$ cat config.mk
export PLATFORM = sky130hd
export DESIGN_NAME = tfm_mapper
export DESIGN_NICKNAME = d
export VERILOG_FILES = /design/src/rtl/tfm_pkg.sv /design/src/rtl/tfm_input_cell.sv /design/src/rtl/tfm_mapper.sv /design/src/rtl/tfm_sync2.sv
export SDC_FILE = /design/constraint.sdc
export NUM_CORES = 1
export LEC_CHECK = 0
export ABC_CLOCK_PERIOD_IN_PS = 6300
export BUFFER_PORTS_ARGS = -buffer_cell sky130_fd_sc_hd__buf_2
export CORE_MARGIN = 2
export CORE_UTILIZATION = 40
export DETAILED_ROUTE_END_ITERATION = 8
export HOLD_SLACK_MARGIN = 0.02
export PLACE_DENSITY_LB_ADDON = 0.1
export SYNTH_ARGS = -nofsm -noshare
export SYNTH_HDL_FRONTEND = slang
export SYNTH_SLANG_ARGS = --single-unit
$ cat constraint.sdc
create_clock -name clock -period 6.3 [get_ports clock]
set_input_delay 0.315 -clock clock [delete_from_list [all_inputs] [get_ports clock]]
set_output_delay 0.315 -clock clock [all_outputs]
set_load 0.005 [all_outputs]
$ cat src/rtl/tfm_pkg.sv
// Shared constants for the terminal function mapper.
// Assumes a single 40 MHz clock domain and a plain strobe register port.
package tfm_pkg;

  // ==========================================================
  // Register offsets
  localparam logic [15:0] ADDR_IN1_FSEL     = 16'h0044;
  localparam logic [15:0] ADDR_IN2_FSEL     = 16'h0045;
  localparam logic [15:0] ADDR_IN3_FSEL     = 16'h0046;
  localparam logic [15:0] ADDR_IN4_FSEL     = 16'h0047;
  localparam logic [15:0] ADDR_OUT_CTRL     = 16'h0048;
  localparam logic [15:0] ADDR_ACT_LEVEL    = 16'h0049;
  localparam logic [15:0] ADDR_OUT0_FSEL    = 16'h004C;
  localparam logic [15:0] ADDR_STATUS       = 16'h0050;

  // ==========================================================
  // Widths and reset values
  localparam int          NUM_IN            = 4;
  localparam int          NUM_OUT           = 3;
  localparam int          NUM_GPIN          = 5;
  localparam logic [15:0] FSEL_RESET        = 16'h0000;
  localparam logic [15:0] WORD_ZERO         = 16'h0000;
  localparam logic [4:0]  FSEL_MAX          = 5'h14;

  // ==========================================================
  // Input function codes
  localparam logic [4:0]  FN_NONE           = 5'h00;
  localparam logic [4:0]  FN_MOTOR_ENABLE   = 5'h04;
  localparam logic [4:0]  FN_MOTOR_RELEASE  = 5'h05;
  localparam logic [4:0]  FN_POS_TRIGGER    = 5'h0A;
  localparam logic [4:0]  FN_LEVEL_ELEVEN   = 5'h0B;
  localparam logic [4:0]  FN_INCH_FORWARD   = 5'h0C;
  localparam logic [4:0]  FN_INCH_REVERSE   = 5'h0D;
  localparam logic [4:0]  FN_HOME_ENABLE    = 5'h0E;
  localparam logic [4:0]  FN_POSITION_TABLE = 5'h0F;
  localparam logic [4:0]  FN_GPIN_FIRST     = 5'h10;
  localparam logic [4:0]  FN_GPIN_LAST      = 5'h14;

  // Level-acting functions; all others except FN_NONE act on a change to the active level
  function automatic logic tfm_is_level_fn(input logic [4:0] code);
    tfm_is_level_fn = (code == FN_MOTOR_ENABLE) || (code == FN_MOTOR_RELEASE) ||
                      (code == FN_LEVEL_ELEVEN) || (code == FN_INCH_FORWARD) ||
                      (code == FN_INCH_REVERSE);
  endfunction

endpackage

$ cat src/rtl/tfm_input_cell.sv
// One input terminal: polarity, edge detection and function decode.
// Assumes the pin is already synchronised to clock.
`timescale 1ns/1ps
module tfm_input_cell
  import tfm_pkg::*;
(
  input  wire logic       clock,
  input  wire logic       rst_n,
  input  wire logic       pin_sync,
  input  wire logic       invert,
  input  wire logic [4:0] fsel,
  output logic            level_act,
  output logic            edge_act
);
  logic prev_reg;
  wire  active_lvl = pin_sync ^ invert;

  // ==========================================================
  // Remember the last active level to find the leading edge
  always_ff @(posedge clock or negedge rst_n) begin
    if (!rst_n) begin
      prev_reg <= 1'b0;
    end else begin
      prev_reg <= active_lvl;
    end
  end

  // Level functions follow the level, others except FN_NONE fire once per leading edge
  assign level_act = active_lvl & tfm_is_level_fn(fsel);
  assign edge_act  = active_lvl & ~prev_reg & ~tfm_is_level_fn(fsel) &
                     (fsel != FN_NONE);
endmodule

$ cat src/rtl/tfm_mapper.sv
// Terminal function mapper top: registers, input mapping, output forcing.
// Assumes pins are asynchronous and the register master obeys strobe rules.
//
// Design decision made here: the address-and-strobe port.
`timescale 1ns/1ps

// Summary of operation
// - select 12 gives forward inching, 13 gives reverse inching.
// - select 14 makes the terminal the home sequence enable.
// - select 15 makes the terminal the position table enable.
// - selects 16 to 20 drive general input bits zero to four.
// - selects 4 and 5 drive motor enable and motor release.
// - functions 4,5,11,12,13 act on level; the rest except 0 on leading edges.
// - control word bits 0..2 drive output terminals 0..2.
// - active-level bit 1 inverts to falling edge or low level.
// - select 10 triggers motion in position mode.
module tfm_mapper
  import tfm_pkg::*;
(
  input  wire logic                clock,
  input  wire logic                rstn,
  input  wire logic [15:0]         reg_addr,
  input  wire logic [15:0]         reg_wdata,
  input  wire logic                reg_wr,
  input  wire logic                reg_rd,
  output logic      [15:0]         reg_rdata,
  input  wire logic [NUM_IN-1:0]   input_terminal,
  output logic      [NUM_OUT-1:0]  output_terminal,
  output logic                     motor_enable,
  output logic                     motor_release,
  output logic                     inch_forward,
  output logic                     inch_reverse,
  output logic                     home_start,
  output logic                     position_table,
  output logic                     position_trigger,
  output logic      [NUM_GPIN-1:0] general_input
);

  // ==========================================================
  // Reset release
  logic rst_meta_reg;
  logic rst_n;
  always_ff @(posedge clock or negedge rstn) begin
    if (!rstn) begin
      rst_meta_reg <= 1'b0;
      rst_n        <= 1'b0;
    end else begin
      rst_meta_reg <= 1'b1;
      rst_n        <= rst_meta_reg;
    end
  end

  // ==========================================================
  // Register file
  logic [4:0]         fsel_reg [NUM_IN];
  logic [15:0]        out_ctrl_reg;
  logic [15:0]        act_level_reg;
  logic [15:0]        out0_fsel_reg;
  logic [NUM_IN-1:0]  pin_sync;

  // Codes above twenty are refused so only one legal function is held
  wire        wdata_legal = (reg_wdata <= {11'h000, FSEL_MAX});
  wire        wr_fsel_any = reg_wr && wdata_legal &&
                            (reg_addr >= ADDR_IN1_FSEL) && (reg_addr <= ADDR_IN4_FSEL);
  wire [1:0]  wr_fsel_idx = reg_addr[1:0];
  wire        wr_out_ctrl = reg_wr && (reg_addr == ADDR_OUT_CTRL);
  wire        wr_act_lvl  = reg_wr && (reg_addr == ADDR_ACT_LEVEL);
  wire        wr_out0_fs  = reg_wr && (reg_addr == ADDR_OUT0_FSEL);

  // Function selects; write stores the low five bits after range check
  always_ff @(posedge clock or negedge rst_n) begin
    if (!rst_n) begin
      for (int i = 0; i < NUM_IN; i++) begin
        fsel_reg[i] <= FSEL_RESET[4:0];
      end
    end else if (wr_fsel_any) begin
      fsel_reg[wr_fsel_idx] <= reg_wdata[4:0];
    end
  end

  // Control, level and output select words
  always_ff @(posedge clock or negedge rst_n) begin
    if (!rst_n) begin
      out_ctrl_reg  <= WORD_ZERO;
      act_level_reg <= WORD_ZERO;
      out0_fsel_reg <= FSEL_RESET;
    end else begin
      if (wr_out_ctrl) out_ctrl_reg  <= reg_wdata;
      if (wr_act_lvl)  act_level_reg <= reg_wdata;
      if (wr_out0_fs)  out0_fsel_reg <= reg_wdata;
    end
  end

  // Read mux; unmapped addresses answer zero
  logic [15:0] rd_mux;
  always_comb begin
    rd_mux = WORD_ZERO;
    case (reg_addr)
      ADDR_IN1_FSEL:  rd_mux = {11'h000, fsel_reg[0]};
      ADDR_IN2_FSEL:  rd_mux = {11'h000, fsel_reg[1]};
      ADDR_IN3_FSEL:  rd_mux = {11'h000, fsel_reg[2]};
      ADDR_IN4_FSEL:  rd_mux = {11'h000, fsel_reg[3]};
      ADDR_OUT_CTRL:  rd_mux = out_ctrl_reg;
      ADDR_ACT_LEVEL: rd_mux = act_level_reg;
      ADDR_OUT0_FSEL: rd_mux = out0_fsel_reg;
      ADDR_STATUS:    rd_mux = {12'h000, pin_sync};
      default:        rd_mux = WORD_ZERO;
    endcase
  end

  // Read data stands one cycle after the strobe, zero otherwise
  always_ff @(posedge clock or negedge rst_n) begin
    if (!rst_n) begin
      reg_rdata <= WORD_ZERO;
    end else begin
      reg_rdata <= reg_rd ? rd_mux : WORD_ZERO;
    end
  end

  // ==========================================================
  // Input terminals
  tfm_sync2 #(.W(NUM_IN)) u_sync (
    .clock (clock),
    .rst_n (rst_n),
    .din   (input_terminal),
    .dout  (pin_sync)
  );

  logic [NUM_IN-1:0] lvl_act;
  logic [NUM_IN-1:0] edg_act;

  // Each cell applies its own polarity bit
  for (genvar g = 0; g < NUM_IN; g++) begin : g_cell
    tfm_input_cell u_cell (
      .clock     (clock),
      .rst_n     (rst_n),
      .pin_sync  (pin_sync[g]),
      .invert    (act_level_reg[g]),
      .fsel      (fsel_reg[g]),
      .level_act (lvl_act[g]),
      .edge_act  (edg_act[g])
    );
  end

  // Gather per-function requests over all terminals
  logic                motor_en_next;
  logic                motor_rel_next;
  logic                inch_fwd_next;
  logic                inch_rev_next;
  logic                home_next;
  logic                ptab_next;
  logic                ptrig_next;
  logic [NUM_GPIN-1:0] gpin_next;
  always_comb begin
    motor_en_next  = 1'b0;
    motor_rel_next = 1'b0;
    inch_fwd_next  = 1'b0;
    inch_rev_next  = 1'b0;
    home_next      = 1'b0;
    ptab_next      = 1'b0;
    ptrig_next     = 1'b0;
    gpin_next      = '0;
    for (int i = 0; i < NUM_IN; i++) begin
      motor_en_next  |= lvl_act[i] && (fsel_reg[i] == FN_MOTOR_ENABLE);
      motor_rel_next |= lvl_act[i] && (fsel_reg[i] == FN_MOTOR_RELEASE);
      inch_fwd_next  |= lvl_act[i] && (fsel_reg[i] == FN_INCH_FORWARD);
      inch_rev_next  |= lvl_act[i] && (fsel_reg[i] == FN_INCH_REVERSE);
      home_next      |= edg_act[i] && (fsel_reg[i] == FN_HOME_ENABLE);
      ptab_next      |= edg_act[i] && (fsel_reg[i] == FN_POSITION_TABLE);
      ptrig_next     |= edg_act[i] && (fsel_reg[i] == FN_POS_TRIGGER);
      for (int b = 0; b < NUM_GPIN; b++) begin
        gpin_next[b] |= edg_act[i] &&
                        (fsel_reg[i] == FN_GPIN_FIRST + 5'(b));
      end
    end
  end

  // ==========================================================
  // Registered outputs; edge functions give one-cycle pulses
  always_ff @(posedge clock or negedge rst_n) begin
    if (!rst_n) begin
      motor_enable     <= 1'b0;
      motor_release    <= 1'b0;
      inch_forward     <= 1'b0;
      inch_reverse     <= 1'b0;
      home_start       <= 1'b0;
      position_table   <= 1'b0;
      position_trigger <= 1'b0;
      general_input    <= '0;
      output_terminal  <= '0;
    end else begin
      motor_enable     <= motor_en_next;
      motor_release    <= motor_rel_next;
      inch_forward     <= inch_fwd_next;
      inch_reverse     <= inch_rev_next;
      home_start       <= home_next;
      position_table   <= ptab_next;
      position_trigger <= ptrig_next;
      general_input    <= gpin_next;
      output_terminal  <= out_ctrl_reg[NUM_OUT-1:0];
    end
  end

  // ==========================================================
  // Checks
  property p_out_follows_ctrl;
    @(posedge clock) disable iff (!rst_n)
      wr_out_ctrl |=> ##1 (output_terminal == $past(reg_wdata[NUM_OUT-1:0], 2));
  endproperty
  a_out_follows_ctrl: assert property (p_out_follows_ctrl)
    else $error("output terminals do not follow control word");

  property p_illegal_refused;
    @(posedge clock) disable iff (!rst_n)
      (reg_wr && reg_addr == ADDR_IN1_FSEL && !wdata_legal) |=>
        $stable(fsel_reg[0]);
  endproperty
  a_illegal_refused: assert property (p_illegal_refused)
    else $error("out of range function code stored");

  property p_inch_fwd_level;
    @(posedge clock) disable iff (!rst_n)
      (pin_sync[0] != act_level_reg[0] && fsel_reg[0] == FN_INCH_FORWARD) |=>
        inch_forward;
  endproperty
  a_inch_fwd_level: assert property (p_inch_fwd_level)
    else $error("forward inching not held for active level");

  property p_inch_rev_level;
    @(posedge clock) disable iff (!rst_n)
      (pin_sync[1] != act_level_reg[1] && fsel_reg[1] == FN_INCH_REVERSE) |=>
        inch_reverse;
  endproperty
  a_inch_rev_level: assert property (p_inch_rev_level)
    else $error("reverse inching not held for active level");

  // Decode checks: home enable, position table and general input bits zero and four each reach their own output
  property p_home_map;
    @(posedge clock) disable iff (!rst_n)
      (edg_act[2] && fsel_reg[2] == FN_HOME_ENABLE) |=> home_start;
  endproperty
  a_home_map: assert property (p_home_map)
    else $error("home enable edge not passed on");

  property p_ptab_map;
    @(posedge clock) disable iff (!rst_n)
      (edg_act[3] && fsel_reg[3] == FN_POSITION_TABLE) |=> position_table;
  endproperty
  a_ptab_map: assert property (p_ptab_map)
    else $error("position table edge not passed on");

  property p_gpin_zero;
    @(posedge clock) disable iff (!rst_n)
      (fsel_reg[0] == FN_GPIN_FIRST && edg_act[0]) |=> general_input[0];
  endproperty
  a_gpin_zero: assert property (p_gpin_zero)
    else $error("general input bit zero missed");

  property p_gpin_four;
    @(posedge clock) disable iff (!rst_n)
      (fsel_reg[0] == FN_GPIN_LAST && edg_act[0]) |=> general_input[NUM_GPIN-1];
  endproperty
  a_gpin_four: assert property (p_gpin_four)
    else $error("general input bit four missed");

  // Level functions follow the terminal while it stays active
  property p_motor_en;
    @(posedge clock) disable iff (!rst_n)
      (lvl_act[0] && fsel_reg[0] == FN_MOTOR_ENABLE) |=> motor_enable;
  endproperty
  a_motor_en: assert property (p_motor_en)
    else $error("motor enable level not passed on");

  property p_motor_rel;
    @(posedge clock) disable iff (!rst_n)
      (lvl_act[1] && fsel_reg[1] == FN_MOTOR_RELEASE) |=> motor_release;
  endproperty
  a_motor_rel: assert property (p_motor_rel)
    else $error("motor release level not passed on");

  property p_edge_once;
    @(posedge clock) disable iff (!rst_n)
      edg_act[0] |=> !edg_act[0];
  endproperty
  a_edge_once: assert property (p_edge_once)
    else $error("edge function fired twice");

  property p_edge_rise;
    @(posedge clock) disable iff (!rst_n)
      edg_act[0] |-> (pin_sync[0] != act_level_reg[0]) &&
                     ($past(pin_sync[0]) == $past(act_level_reg[0]));
  endproperty
  a_edge_rise: assert property (p_edge_rise)
    else $error("edge function fired without a leading edge");

  property p_none_quiet;
    @(posedge clock) disable iff (!rst_n)
      (fsel_reg[0] == FN_NONE) |-> !lvl_act[0] && !edg_act[0];
  endproperty
  a_none_quiet: assert property (p_none_quiet)
    else $error("unassigned terminal produced a request");

  property p_level_off;
    @(posedge clock) disable iff (!rst_n)
      (fsel_reg[0] == FN_INCH_FORWARD && pin_sync[0] == act_level_reg[0]) |->
        !lvl_act[0];
  endproperty
  a_level_off: assert property (p_level_off)
    else $error("level function active on an inactive terminal");

  // Polarity: a set active-level bit makes a low pin the active one
  property p_invert;
    @(posedge clock) disable iff (!rst_n)
      (act_level_reg[1] && !pin_sync[1] && fsel_reg[1] == FN_INCH_FORWARD) |=>
        inch_forward;
  endproperty
  a_invert: assert property (p_invert)
    else $error("inverted low level not taken as active");

  property p_pos_trig;
    @(posedge clock) disable iff (!rst_n)
      (edg_act[2] && fsel_reg[2] == FN_POS_TRIGGER) |=> position_trigger;
  endproperty
  a_pos_trig: assert property (p_pos_trig)
    else $error("position trigger edge not passed on");

  property p_out_stable;
    @(posedge clock) disable iff (!rst_n)
      $stable(out_ctrl_reg) |=> $stable(output_terminal);
  endproperty
  a_out_stable: assert property (p_out_stable)
    else $error("output terminals moved without a control write");

  property p_fsel_write;
    @(posedge clock) disable iff (!rst_n)
      (reg_wr && reg_addr == ADDR_IN2_FSEL && wdata_legal) |=>
        (fsel_reg[1] == $past(reg_wdata[4:0]));
  endproperty
  a_fsel_write: assert property (p_fsel_write)
    else $error("legal function code not stored");

endmodule

$ cat src/rtl/tfm_sync2.sv
// Two-flop synchroniser for a bus of terminal pins.
// Assumes pins are asynchronous to clock; output is clean after two edges.
`timescale 1ns/1ps
module tfm_sync2 #(
  parameter int W = 1
) (
  input  wire logic         clock,
  input  wire logic         rst_n,
  input  wire logic [W-1:0] din,
  output logic      [W-1:0] dout
);
  logic [W-1:0] meta_reg;

  // ==========================================================
  // Synchroniser; first stage feeds only the second
  always_ff @(posedge clock or negedge rst_n) begin
    if (!rst_n) begin
      meta_reg <= '0;
      dout     <= '0;
    end else begin
      meta_reg <= din;
      dout     <= meta_reg;
    end
  end
endmodule

==> flow_summary.yaml <==
synthesis:
  netlist_instances: 409
  ys_ff_latch: 113
  synth_area_sq_um: 5210
  synth_top_area_share_pct: 54.3
  yosys.area.top_type: "dfrtp_1"
  ys_types: 55
  synth-edff-count: 0
  ys_async_sr_fraction_pct: 100
  yosysSeqAreaShare_pct: 54.3
  ys_warn_count: 0
  synth_nets: 449
  synth_area_leaders: "dfrtp_1 54%, mux2_2 15%, mux4_2 2.2%"
  synth_area_per_cell_sq_um: 12.7
  synth_ff_type: "dfrtp_1"
placement:
  dp_hpwl_mm: 9.21
  dp_slack_ps: 3160
  numPortBuffers: 70
  gp_congestion: 0.845
worst_setup_path:
  start_kind: "input pin"
  crit_arrival_ps: 2990
  crit_path_top_delay_cell: "nor4_4"
  cp_num_buf_inv: 1
  critPathTopFamily: "simple AND/OR/NAND/NOR gates"
  path_cells: "buf_2 -> or4_1 -> or3_4 -> nor4_4 -> mux2_2"
  endpoint_kind: "register"
  worst_path_largest_cell_delay_ps: 890
  critPathMaxFanout: 16
  worstPathRequired_ps: 6600
  crit_type: "in2reg"
sta:
  final.setup_skew_ps: 6.53
  fin_crit_sh_pct: 42.7
  tightest_slew_ps: 1080
  fin_ws_ps: 3610
  relSlewSlack_pct: 27.4
  hold_viol: 0
  period_needed_ps: 2690
  setup_violations: 0
  fmaxAchievable_ghz: 0.371
  grt_setup_unrepaired: "no"
  hold_ws_ps: 178
  finalMaxSlewViolations: 0
  finalSetupTns_ps: 0
floorplanning:
  die_w_microns: 118
  dieArea_sq_um: 14000
  fp.dieH_microns: 118
  core_sq_um: 12700
  initial_core_util_pct: 41.1
  rows: 41
  io_pins: 71
routing:
  drt_pass1_iterations: 7
  num_vias: 3835
  drt-met1-wl_mm: 6.51
  vias_per_cell: 5.72
  drt_iter0_drc: 215
  wirelength_mm: 13.8
  met3_length_microns: 594
  highest_layer: "met4"
  wl_met2_mm: 6.43
  wl_per_cell_microns: 20.5
  ant_nets: 0
  drc_errors: 0
cells_and_area:
  largest_reg_flops: 20
  utilization_pct: 50.4
  num-nets-final: 526
  n_antenna_cell: 0
  layout-drive-gt1-share_pct: 39.7
  fill_cells: 1154
  syn2layout_area_growth_pct: 22.6
clock_network:
  cts_sinks: 113
  cts_tree: "yes"
  root_buffer: "clkbuf_16"
  post-cts-setup-buffer-count: 0
  cts_buffers: 17
  h-tree-depth: 4
  clk-insertion-delay-late_ps: 420
  path_clk_slew_ps: 50
  cts_resized: 0
  clock_path_buffers: 2
global_route:
  grt_pass1_vias: 3918
  grt_pass1_wl_mm: 22.2
  grt_overflow: 0
  antenna_found_initial: 0
  grt_max_degree: 66
  grt_use_total_pct: 20.9
hold_path:
  hold_path_class: "in2reg"
power_and_ir_drop:
  power.density_nw_per_um2: 277
  fin_total_pwr_w: 0.00177
  p_leak_nw: 2.95
  ir_drop_mv: 0.231
status:
  status: "finished clean"
run:
  max-cap-violations: 0
-- worst paths after layout --
check / from / to / slack [ps] / cells after the start
setup reg to reg: u_sync.dout[1] / general_input[1] / 4450 / 5
hold reg to reg: rst_n / u_sync.meta_reg[1] / 350 / 0
hold / removal: reg_wdata[13] / out_ctrl_reg[13] / 180 / 2
setup / recovery: reg_addr[14] / out_ctrl_reg[15] / 3610 / 5
min in group asynchronous: rstn / rst_n / 220 / 2
max in group asynchronous: rst_n / out_ctrl_reg[6] / 4680 / 1
-- kinds of logic after synthesis --
group,Yosys count,share of synthesized area [%]
other,1,0.0720
DFF,113,54.3
buffers and inverters,32,2.59
AOI/OAI and AO/OA,57,8.86
muxes,77,17.7
xor gates and xnor gates,4,0.673
and+or+nand+nor,125,15.8
-- through the flow --
stage | instance area, sq um | cells
after global routing | 6390 | 671
after CTS | 6390 | 671
after detailed placement | 5740 | 634
after floorplan | 5210 | 409
after global placement | 5740 | 634
final | 6390 | 671
-- routing by layer --
metal | GRT usage [%] | up-vias
met5 | 0 | -
met1 | 28.9 | 1969
met4 | 7.00 | 0
li1 | - | 1745
met2 | 32.0 | 105
met3 | 5.62 | 16
-- area by class of cell --
class / count / area (sq um) / share of cell area (%)
Multi-Input combinational cell: 264 / 2260 / 35.4
Sequential cell: 113 / 2830 / 44.3
Clock inverter: 10 / 134 / 2.10
Timing Repair Buffer: 81 / 445 / 6.97
Clock buffer: 22 / 464 / 7.27
Tap cell: 172 / 215 / 3.37
Inverter: 9 / 33.8 / 0.529
-- layout by cell type (no fill, tap or decap), types with 9 or more instances in the layout --
cell	instances
nor2_1	13
a22oi_1	11
nand3_1	9
nand4_1	10
nand2_1	13
buf_2	70
inv_1	9
a211oi_1	12
clkbuf_16	17
a222oi_1	11
nor4_1	15
mux2_2	70
dfrtp_1	112
-- worst reg2reg max path: cells and delay by family (launching register included) --
family | cells | cell delay, ps
AO/OA/AOI/OAI | 2 | 440
buffers and inverters | 1 | 110
flip-flops | 1 | 400
XOR/XNOR | 1 | 520
AND/OR/NAND/NOR | 1 | 250
-- synth_stat cells, drive strengths merged, types with 2 or more instances --
| cell | number |
|---|---|
| nor2b | 3 |
| nor4b | 3 |
| xnor2 | 4 |
| a211oi | 12 |
| or4b | 6 |
| mux2 | 72 |
| nand4 | 10 |
| a32oi | 4 |
| nand3 | 9 |
| inv | 9 |
| or4 | 3 |
| dfrtp | 113 |
| or4bb | 2 |
| nand3b | 5 |
| nand4b | 2 |
| o21ai | 3 |
| nor3 | 9 |
| a222oi | 11 |
| mux4 | 5 |
| clkbuf | 16 |
| a221oi | 5 |
| or3b | 2 |
| nand2b | 8 |
| a22oi | 11 |
| nand2 | 13 |
| and4 | 2 |
| o32a | 2 |
| or3 | 7 |
| nor3b | 4 |
| nor4 | 19 |
| a21oi | 2 |
| buf | 7 |
| nor2 | 13 |
-- power breakdown --
part           internal [W]  total (W)  switching, W
sequential         0.000732   0.000740    0.00000853
clock              0.000639   0.000970      0.000331
combinational     0.0000196  0.0000567     0.0000371
-- what timing repair did --
item,4_1_cts,5_1_grt
hold buffers,5,0
endpoints found under the hold margin,6,0
endpoints found under the setup margin,0,0
(Power assumes the default switching activity.)
